$ cat config.mk
export PLATFORM = sky130hd
export DESIGN_NAME = ebtt_timer
export DESIGN_NICKNAME = d
export VERILOG_FILES = /design/src/rtl/ebtt_pkg.sv /design/src/rtl/ebtt_timer.sv
export SDC_FILE = /design/constraint.sdc
export NUM_CORES = 1
export LEC_CHECK = 0
export ABC_AREA = 1
export BUFFER_PORTS_ARGS = -buffer_cell sky130_fd_sc_hd__buf_2
export CAP_MARGIN = 0
export CORE_MARGIN = 10
export CORE_UTILIZATION = 40
export CTS_CLUSTER_SIZE = 40
export DETAILED_ROUTE_END_ITERATION = 8
export GPL_ROUTABILITY_DRIVEN = 0
export MAX_ROUTING_LAYER = met4
export PLACE_DENSITY = 0.7
export SYNTH_ARGS = -nofsm -noshare
export SYNTH_HDL_FRONTEND = slang
export SYNTH_SLANG_ARGS = --single-unit
$ cat constraint.sdc
create_clock -name clk -period 3 [get_ports clk]
set_input_delay 0.6 -clock clk [delete_from_list [all_inputs] [get_ports clk]]
set_output_delay 0.6 -clock clk [all_outputs]
set_load 0.01 [all_outputs]
$ cat src/rtl/ebtt_pkg.sv
// constants, register map and carrier types of the eight-bit trigger timer
// How it works
// counter equals second constant sets second flag
// counter equals first constant sets first flag
// flags clear by zero write after one-read
// wrap from ff to 00 sets wrap flag
// unused status and trigger bits read one
// second match action: keep, low, high, toggle
// first match action: keep, low, high, toggle
// waveform output zero until first match
// trigger edge: off, rising, falling, both
// trigger disabled: no start, no halt
// trigger enabled: halt on clear, resume edge
// count clock from select bits, then count
// wrap interrupt when flag and enable set
// compare continuously, match at last equal state
// match interrupt when flag and enable set
// clear source 01/10 clears on match
// clear source 11 clears on reset-pin rise
// outside holds reset pulse 1.5 clocks
// prescaler 4..128 or external edge choices
// both constants reset to all ones
// simultaneous matches: toggle, high, low priority
// writing one to a flag changes nothing
package ebtt_pkg;
    localparam logic [7:0] EBTT_OFF_COUNTER = 8'h00;
    localparam logic [7:0] EBTT_OFF_CONST_A = 8'h04;
    localparam logic [7:0] EBTT_OFF_CONST_B = 8'h08;
    localparam logic [7:0] EBTT_OFF_CCI     = 8'h0c;
    localparam logic [7:0] EBTT_OFF_STATUS  = 8'h10;
    localparam logic [7:0] EBTT_OFF_TRIG    = 8'h14;

    localparam logic [7:0] EBTT_CONST_RST   = 8'hff;
    localparam logic [7:0] EBTT_CNT_MAX     = 8'hff;
    localparam logic [7:0] EBTT_ZERO8       = 8'h00;
    localparam logic [7:0] EBTT_STAT_ONES   = 8'h10;
    localparam logic [7:0] EBTT_TRIG_ONES   = 8'he2;
    localparam logic [7:0] EBTT_TRIG_WMASK  = 8'h1d;

    // status bit positions
    localparam int EBTT_B_FLAG_B = 7;
    localparam int EBTT_B_FLAG_A = 6;
    localparam int EBTT_B_WRAP   = 5;

    // clear source encodings
    localparam logic [1:0] EBTT_CLR_NONE = 2'h0;
    localparam logic [1:0] EBTT_CLR_A    = 2'h1;
    localparam logic [1:0] EBTT_CLR_B    = 2'h2;
    localparam logic [1:0] EBTT_CLR_PIN  = 2'h3;

    // output action and trigger edge encodings
    localparam logic [1:0] EBTT_ACT_KEEP = 2'h0;
    localparam logic [1:0] EBTT_ACT_LOW  = 2'h1;
    localparam logic [1:0] EBTT_ACT_HIGH = 2'h2;
    localparam logic [1:0] EBTT_ACT_TOG  = 2'h3;

    localparam logic [1:0] EBTT_EDGE_RISE = 2'h1;
    localparam logic [1:0] EBTT_EDGE_FALL = 2'h2;

    localparam int EBTT_PRE_W = 7;

    typedef enum logic [0:0] {
        EBTT_RUN  = 1'b0,
        EBTT_HALT = 1'b1
    } ebtt_run_t;

    typedef struct packed {
        logic [1:0] meta;
        logic       s2;
        logic       s3;
    } ebtt_sync_t;

    typedef struct packed {
        logic [1:0]            rst_sync;
        logic [7:0]            counter;
        logic [7:0]            const_a;
        logic [7:0]            const_b;
        logic [7:0]            cci;
        logic                  flag_b;
        logic                  flag_a;
        logic                  wrap;
        logic [3:0]            out_sel;
        logic [4:0]            trig_cfg;
        logic [2:0]            read_one;
        logic                  wave;
        ebtt_run_t             run;
        logic [EBTT_PRE_W-1:0] pre;
        ebtt_sync_t            s_clk;
        ebtt_sync_t            s_rst;
        ebtt_sync_t            s_trg;
        logic [31:0]           prdata;
        logic                  pready;
        logic                  irq_match;
        logic                  irq_wrap;
    } ebtt_state_t;
endpackage

$ cat src/rtl/ebtt_timer.sv
// eight-bit trigger timer with apb registers and waveform output
//
// Chosen here: register access over APB and the register offsets.
`timescale 1ns/100ps
module ebtt_timer
    import ebtt_pkg::*;
(
    input  wire logic        clk,
    input  wire logic        rst_n,
    input  wire logic        clk_en,
    input  wire logic        psel,
    input  wire logic        penable,
    input  wire logic        pwrite,
    input  wire logic [7:0]  paddr,
    input  wire logic [31:0] pwdata,
    output logic      [31:0] prdata,
    output logic             pready,
    output logic             pslverr,
    input  wire logic        external_count_clock_in,
    input  wire logic        counter_reset_in,
    input  wire logic        trigger_in,
    output logic             waveform_out,
    output logic             match_irq,
    output logic             wrap_irq
);
    ebtt_state_t st;
    ebtt_state_t next_st;
    logic        rst_int_n;
    logic [1:0]  rst_q;

    // first flop of each synchroniser only feeds the next stage
    function automatic ebtt_sync_t sync_step(input ebtt_sync_t s, input logic pin);
        sync_step = '{meta: {s.meta[0], pin}, s2: s.meta[1], s3: s.s2};
    endfunction

    function automatic logic [7:0] addr_word(input logic [7:0] a);
        addr_word = {a[7:2], 2'b00};
    endfunction

    // stable agreed level and edges on the filtered pin
    function automatic logic rose(input ebtt_sync_t s);
        rose = s.meta[1] & s.s2 & ~s.s3;
    endfunction
    function automatic logic fell(input ebtt_sync_t s);
        fell = ~s.meta[1] & ~s.s2 & s.s3;
    endfunction

    // apply one match action to a level
    function automatic logic act(input logic [1:0] a, input logic lvl);
        unique case (a)
            EBTT_ACT_KEEP: act = lvl;
            EBTT_ACT_LOW:  act = 1'b0;
            EBTT_ACT_HIGH: act = 1'b1;
            EBTT_ACT_TOG:  act = ~lvl;
        endcase
    endfunction

    assign rst_int_n = rst_q[1];

    logic       wr_en;
    logic       rd_en;
    logic [7:0] wa;
    logic [7:0] rd_val;
    logic       tick;
    logic       match_a;
    logic       match_b;
    logic       clr;
    logic       trig_edge;
    logic       incr;
    logic [1:0] act_a;
    logic [1:0] act_b;
    logic [1:0] act_win;
    logic [2:0] cks;
    logic       icks;
    logic [EBTT_PRE_W-1:0] pre_old;
    logic       div_fall;

    always_comb begin
        next_st  = st;
        wa       = addr_word(paddr);
        wr_en    = psel & penable & pwrite & ~st.pready;
        rd_en    = psel & penable & ~pwrite & ~st.pready;
        cks      = st.cci[2:0];
        icks     = st.trig_cfg[0];
        act_a    = st.out_sel[1:0];
        act_b    = st.out_sel[3:2];
        // pin inputs through four flops
        next_st.s_clk = sync_step(st.s_clk, external_count_clock_in);
        next_st.s_rst = sync_step(st.s_rst, counter_reset_in);
        next_st.s_trg = sync_step(st.s_trg, trigger_in);
        // prescaler free-runs; a falling tap is the internal count edge
        next_st.pre = st.pre + 1'b1;
        pre_old     = st.pre;
        div_fall    = 1'b0;
        // count clock choice, prohibited codes give no tick
        unique case (cks)
            3'h1: div_fall = icks ? (pre_old[2:0] == 3'h7) : (pre_old[1:0] == 2'h3);
            3'h2: div_fall = icks ? (pre_old[4:0] == 5'h1f) : (pre_old[3:0] == 4'hf);
            3'h3: div_fall = icks ? (pre_old == 7'h7f) : (pre_old[5:0] == 6'h3f);
            default: div_fall = 1'b0;
        endcase
        unique case (cks)
            3'h5: tick = rose(st.s_clk);
            3'h6: tick = fell(st.s_clk);
            3'h7: tick = rose(st.s_clk) | fell(st.s_clk);
            default: tick = div_fall;
        endcase
        // matches pulse on a count tick while the values are equal; writes to a constant mask it
        match_a = (st.counter == st.const_a) && tick
                  && !(wr_en && wa == EBTT_OFF_CONST_A);
        match_b = (st.counter == st.const_b) && tick
                  && !(wr_en && wa == EBTT_OFF_CONST_B);
        unique case (st.cci[4:3])
            EBTT_CLR_A:   clr = match_a;
            EBTT_CLR_B:   clr = match_b;
            EBTT_CLR_PIN: clr = rose(st.s_rst);
            default:      clr = 1'b0;
        endcase
        unique case (st.trig_cfg[4:3])
            EBTT_EDGE_RISE: trig_edge = rose(st.s_trg);
            EBTT_EDGE_FALL: trig_edge = fell(st.s_trg);
            EBTT_ACT_TOG:   trig_edge = rose(st.s_trg) | fell(st.s_trg);
            default:        trig_edge = 1'b0;
        endcase
        // halt and restart only when trigger mode is on
        if (!st.trig_cfg[2]) begin
            next_st.run = EBTT_RUN;
        end else if (clr) begin
            next_st.run = EBTT_HALT;
        end else if (trig_edge) begin
            next_st.run = EBTT_RUN;
        end
        incr = tick && (st.run == EBTT_RUN);
        // clear beats cpu write, cpu write beats increment
        if (clr) begin
            next_st.counter = EBTT_ZERO8;
        end else if (wr_en && wa == EBTT_OFF_COUNTER) begin
            next_st.counter = pwdata[7:0];
        end else if (incr) begin
            next_st.counter = st.counter + 1'b1;
        end
        // combined action when both match
        if (match_a && match_b) begin
            if (act_a == EBTT_ACT_TOG || act_b == EBTT_ACT_TOG) begin
                act_win = EBTT_ACT_TOG;
            end else if (act_a == EBTT_ACT_HIGH || act_b == EBTT_ACT_HIGH) begin
                act_win = EBTT_ACT_HIGH;
            end else if (act_a == EBTT_ACT_LOW || act_b == EBTT_ACT_LOW) begin
                act_win = EBTT_ACT_LOW;
            end else begin
                act_win = EBTT_ACT_KEEP;
            end
        end else if (match_a) begin
            act_win = act_a;
        end else if (match_b) begin
            act_win = act_b;
        end else begin
            act_win = EBTT_ACT_KEEP;
        end
        next_st.wave = act(act_win, st.wave);
        // register writes; flags clear only after a one was read
        if (wr_en) begin
            unique case (wa)
                EBTT_OFF_CONST_A: next_st.const_a = pwdata[7:0];
                EBTT_OFF_CONST_B: next_st.const_b = pwdata[7:0];
                EBTT_OFF_CCI:     next_st.cci     = pwdata[7:0];
                EBTT_OFF_TRIG:    next_st.trig_cfg = pwdata[4:0] & EBTT_TRIG_WMASK[4:0];
                EBTT_OFF_STATUS: begin
                    next_st.out_sel = pwdata[3:0];
                    if (!pwdata[EBTT_B_FLAG_B] && st.read_one[2]) next_st.flag_b = 1'b0;
                    if (!pwdata[EBTT_B_FLAG_A] && st.read_one[1]) next_st.flag_a = 1'b0;
                    if (!pwdata[EBTT_B_WRAP] && st.read_one[0]) next_st.wrap = 1'b0;
                    next_st.read_one = 3'h0;
                end
                default: ;
            endcase
        end
        // set wins over a clear in the same cycle
        if (match_b) next_st.flag_b = 1'b1;
        if (match_a) next_st.flag_a = 1'b1;
        if (incr && !clr && !(wr_en && wa == EBTT_OFF_COUNTER) && st.counter == EBTT_CNT_MAX) begin
            next_st.wrap = 1'b1;
        end
        // read mux, reserved bits read one
        unique case (wa)
            EBTT_OFF_COUNTER: rd_val = st.counter;
            EBTT_OFF_CONST_A: rd_val = st.const_a;
            EBTT_OFF_CONST_B: rd_val = st.const_b;
            EBTT_OFF_CCI:     rd_val = st.cci;
            EBTT_OFF_STATUS:  rd_val = {st.flag_b, st.flag_a, st.wrap, 1'b0, st.out_sel} | EBTT_STAT_ONES;
            EBTT_OFF_TRIG:    rd_val = {3'h0, st.trig_cfg} | EBTT_TRIG_ONES;
            default:          rd_val = EBTT_ZERO8;
        endcase
        if (rd_en && wa == EBTT_OFF_STATUS) begin
            next_st.read_one = st.read_one | {st.flag_b, st.flag_a, st.wrap};
        end
        next_st.pready = psel & penable & ~st.pready;
        if (rd_en) begin
            next_st.prdata = {24'h000000, rd_val};
        end
        next_st.irq_wrap  = next_st.wrap & st.cci[5];
        next_st.irq_match = (next_st.flag_a & st.cci[6]) | (next_st.flag_b & st.cci[7]);
        next_st.rst_sync  = rst_q;
    end

    // reset release through two flops of its own, so the state struct has one driver
    always_ff @(posedge clk or negedge rst_n) begin
        if (!rst_n) begin
            rst_q <= 2'h0;
        end else begin
            rst_q <= {rst_q[0], 1'b1};
        end
    end

    always_ff @(posedge clk or negedge rst_int_n) begin
        if (!rst_int_n) begin
            st.rst_sync  <= 2'h0;
            st.counter   <= EBTT_ZERO8;
            st.const_a   <= EBTT_CONST_RST;
            st.const_b   <= EBTT_CONST_RST;
            st.cci       <= EBTT_ZERO8;
            st.flag_b    <= 1'b0;
            st.flag_a    <= 1'b0;
            st.wrap      <= 1'b0;
            st.out_sel   <= 4'h0;
            st.trig_cfg  <= 5'h00;
            st.read_one  <= 3'h0;
            st.wave      <= 1'b0;
            st.run       <= EBTT_RUN;
            st.pre       <= '0;
            st.s_clk     <= '0;
            st.s_rst     <= '0;
            st.s_trg     <= '0;
            st.prdata    <= 32'h00000000;
            st.pready    <= 1'b0;
            st.irq_match <= 1'b0;
            st.irq_wrap  <= 1'b0;
        end else if (clk_en) begin
            st.rst_sync  <= next_st.rst_sync;
            st.counter   <= next_st.counter;
            st.const_a   <= next_st.const_a;
            st.const_b   <= next_st.const_b;
            st.cci       <= next_st.cci;
            st.flag_b    <= next_st.flag_b;
            st.flag_a    <= next_st.flag_a;
            st.wrap      <= next_st.wrap;
            st.out_sel   <= next_st.out_sel;
            st.trig_cfg  <= next_st.trig_cfg;
            st.read_one  <= next_st.read_one;
            st.wave      <= next_st.wave;
            st.run       <= next_st.run;
            st.pre       <= next_st.pre;
            st.s_clk     <= next_st.s_clk;
            st.s_rst     <= next_st.s_rst;
            st.s_trg     <= next_st.s_trg;
            st.prdata    <= next_st.prdata;
            st.pready    <= next_st.pready;
            st.irq_match <= next_st.irq_match;
            st.irq_wrap  <= next_st.irq_wrap;
        end
    end

    assign prdata       = st.prdata;
    assign pready       = st.pready;
    assign pslverr      = 1'b0;
    assign waveform_out = st.wave;
    assign match_irq    = st.irq_match;
    assign wrap_irq     = st.irq_wrap;
endmodule

==> summary.txt <==
Power and ir drop
  – Switching power: 0.000741 W
  – Sw Share: 0.275
  – Clock share of power: 0.426
  – Sequential power share: 0.469
  – Leak: 2.41 nW
  – Power Total: 0.00269 W
  – Combinational Power Share: 0.105
  – Peak supply drop: 0.224 mV
  – Pwr/cell area: 539 nW/um^2
  – Cell Int Power: 0.00195 W

Finish
  – Core Util, Final: 0.455
  – Post-layout net count: 662
  – Most frequent cells in the layout: nand2_1, o21ai_0, inv_1
  – Layout cells sized above 1: 0.176
  – Commonest non-fill, non-tap cell in the layout: nand2_1
  – Filler instances: 1,099
  – Area grow syn2layout: 10.0%
  – Antenna Diode Count: 0

Route
  – Vias per Instance: 5.15
  – Routed Antenna Nets: 0
  – Pre-Repair DR Iteration Count: 6
  – First DRT Iteration DRCs: 380
  – Wirelength, routed: 11,400 um
  – Drt drc: 0
  – DR WL/cell: 15.1 um
  – Via count: 3,882

Floorplan
  – Row count: 38
  – Die width: 127 um
  – DIE AREA: 16,000 sq um
  – Ports: 86
  – Initial core utilization: 0.414
  – Core Area: 11,000 sq um
  – DIE HEIGHT: 127 um

Yosys
  – Mapped Area: 4540 sq um
  – Avg Inst Size Synth: 7.78 sq um
  – FF+latch count, synth: 80
  – Post-synthesis cell type count: 38
  – Sequential-to-total area share from yosys stat: 0.445
  – Mapped Cells: 584
  – Synth warn: 0

Clocking
  – Post-CTS Setup Bufs: 0
  – Post-CTS sizing: 0
  – Latest clock arrival within the worst-skew pair: 0.34 ns
  – Root Buffer: clkbuf_16
  – CTS Sinks: 80
  – Clock transition at the registers of the reported paths: 0.06 ns
  – TritonCTS clock tree: built
  – H-Tree Depth: 3
  – Longest Clk Path Bufs: 2
  – Cts hold-fix bufs: 0
  – Cts bufs inserted: 9

Timing
  – Period utilization: 0.739
  – Worst slew pin tran: 1.01 ns
  – Slew headroom: 0.324
  – FMAX: 451 MHz
  – Final setup fails: 0
  – Min Clock Period, post-route: 2.22 ns
  – Worst Skew: 0.00709 ns
  – RSZ-0062 raised after global routing: false
  – Setup TNS: 0 ns
  – Final worst slack: 0.783 ns
  – Hold Vio Cnt, Final: 0
  – Max Transition Viols Final: 0

Place
  – Hpwl dp: 8410 um
  – # port buffers: 34
  – Place WS: 0.641 ns

Critical path
  – FF-to-FF Start: pre_old[0]$_DFFE_PN0P_
  – Slowest CP cell: dfrtp_1
  – WP data required: 3.23 ns
  – Worst EP arrival: 2.45 ns
  – Register-to-register setup slack: 0.78 ns
  – Cell mode on critical path: nand2_1
  – R2R Path End: st[102]$_DFFE_PN0P_
  – CP Class: flop to flop
  – CP Cell Sequence: ha_1 > nand3_1 > inv_1 > ha_1 > nand2_1 > nand3_1 > nand2_1 > nand2_2 > nand2_4 > nor2_2 > nand2_1 > nand2_1 > nand2_2 > nand2_1 > o21ai_2
  – CP Capture Type: flop
  – R2R cell count: 15
  – CP endpoint: st[102]$_DFFE_PN0P_
  – CP max FO: 9
  – Worst Setup Start Kind: flop
  – Crit path largest cell delay: 0.38 ns
  – Worst setup startpoint: pre_old[0]$_DFFE_PN0P_

Hold path
  – Hold Crit Class: input pin to async pin

Global route
  – Total track usage: 0.145
  – Number of global-route vias before repair: 3,749
  – First-pass GRT wire length: 18,500 um
  – Largest net degree at the start of global routing: 79
  – Initial antenna violation count: 0
  – Remaining Overflow, GRT: 0

Job
  – Max Cap Viol: 0

Status
  – Status: finished, final reports clean
-- synthesized netlist by cell type --
| master | count | area share |
|---|---|---|
| a221oi_1 | 3 | 0.0058 |
| nor2_2 | 9 | 0.012 |
| nand2_4 | 2 | 0.0050 |
| nor2_4 | 1 | 0.0025 |
| o211ai_1 | 3 | 0.0050 |
| a22oi_1 | 2 | 0.0033 |
| a31oi_1 | 4 | 0.0055 |
| nor2_1 | 27 | 0.022 |
| nor3_2 | 1 | 0.0022 |
| nand2_2 | 6 | 0.0083 |
| inv_2 | 8 | 0.0066 |
| nor3_1 | 6 | 0.0066 |
| nand3_2 | 1 | 0.0022 |
| dfrtp_1 | 64 | 0.35 |
| o21ai_1 | 2 | 0.0022 |
| inv_1 | 64 | 0.053 |
| buf_2 | 2 | 0.0022 |
| clkbuf_1 | 9 | 0.0074 |
| xor2_1 | 11 | 0.021 |
| o22ai_1 | 3 | 0.0041 |
| nand4_1 | 7 | 0.0096 |
| ha_1 | 4 | 0.011 |
| o21ai_0 | 75 | 0.083 |
| or2_2 | 1 | 0.0014 |
| xnor2_1 | 6 | 0.012 |
| o21bai_2 | 1 | 0.0025 |
| o221ai_1 | 2 | 0.0039 |
| buf_6 | 1 | 0.0025 |
| a21oi_1 | 13 | 0.014 |
| dfstp_2 | 16 | 0.093 |
| nand3_4 | 1 | 0.0039 |
| o21ai_2 | 8 | 0.015 |
| nand2_1 | 161 | 0.13 |
| conb_1 | 2 | 0.0017 |
| a211oi_1 | 1 | 0.0017 |
| nand3_1 | 22 | 0.024 |
| buf_4 | 34 | 0.056 |
| a41oi_1 | 1 | 0.0019 |
-- kinds of logic (layout without fill, tap and decap cells) --
| group | Yosys count | in the layout | share of synthesized area |
|---|---|---|---|
| other cells | 2 | 26 | 0.00165 |
| fa+ha+maj | 4 | 4 | 0.0110 |
| compound gates | 118 | 118 | 0.148 |
| buf+inv | 118 | 124 | 0.128 |
| simple gates | 245 | 245 | 0.234 |
| flops | 80 | 80 | 0.445 |
| xor+xnor | 17 | 17 | 0.0328 |
-- worst min path at each step --
stage	to	slack (ns)
2_1_floorplan	rst_q[0]$_DFF_PN0_	0.30
3_3_place_gp	rst_q[1]$_DFF_PN0_	0.34
3_5_place_dp	rst_q[1]$_DFF_PN0_	0.34
4_1_cts	rst_q[1]$_DFF_PN0_	0.03
5_1_grt	rst_q[1]$_DFF_PN0_	0.03
6_report	rst_q[1]$_DFF_PN0_	0.03
-- metal layers --
layer | share of wire | track usage
met3 | 0.065 | 0.0321
met2 | 0.45 | 0.220
met4 | 0.027 | 0.0636
met1 | 0.45 | 0.182
met5 | 0 | -
-- final cells by class --
type                    count  area [sq um]  share of cell area
inverters                  72           270              0.0541
multi-input cells         410          2030               0.406
flip-flops and latches     80          2030               0.405
well taps                 140           175              0.0350
clock inverters             6          72.6              0.0145
clock buffers              10           239              0.0478
repair buffers             36           185              0.0370
-- state kept, by name, indices dropped and copies added (netlist names) --
register / cells
st: 42
act_b: 2
cks: 3
match_irq: 1
rst_q: 2
act_a: 2
pready: 1
next_st: 9
wrap_irq: 1
prdata: 8
pre_old: 7
icks: 1
waveform_out: 1
-- power by group through the flow --
stage / Combinational, W / Clock, W / Sequential (W)
5_1_grt: 0.000325 / 0.00120 / 0.00128
2_1_floorplan: 0.000238 / 0 / 0.00126
3_5_place_dp: 0.000282 / 0 / 0.00129
3_3_place_gp: 0.000273 / 0 / 0.00128
6_report: 0.000283 / 0.00115 / 0.00126
4_1_cts: 0.000284 / 0.00116 / 0.00127
-- worst max-delay path: cells and delay by family (launching register included) --
| kind | cells | cell delay (ns) |
|---|---|---|
| DFF | 1 | 0.38 |
| AOI/OAI and AO/OA | 1 | 0.06 |
| adders and majority gates | 2 | 0.39 |
| and+or+nand+nor | 11 | 1.18 |
| buffers and inverters | 1 | 0.09 |
-- metrics by stage --
stage	cells	hold slack [ns]	instance area (sq um)
final	754	0.0286	5000
after global routing	754	0.0290	5000
after CTS	754	0.0286	5000
after detailed placement	738	0.340	4690
after global placement	738	0.338	4690
after floorplan	608	0.304	4630
(Power assumes the default switching activity.)
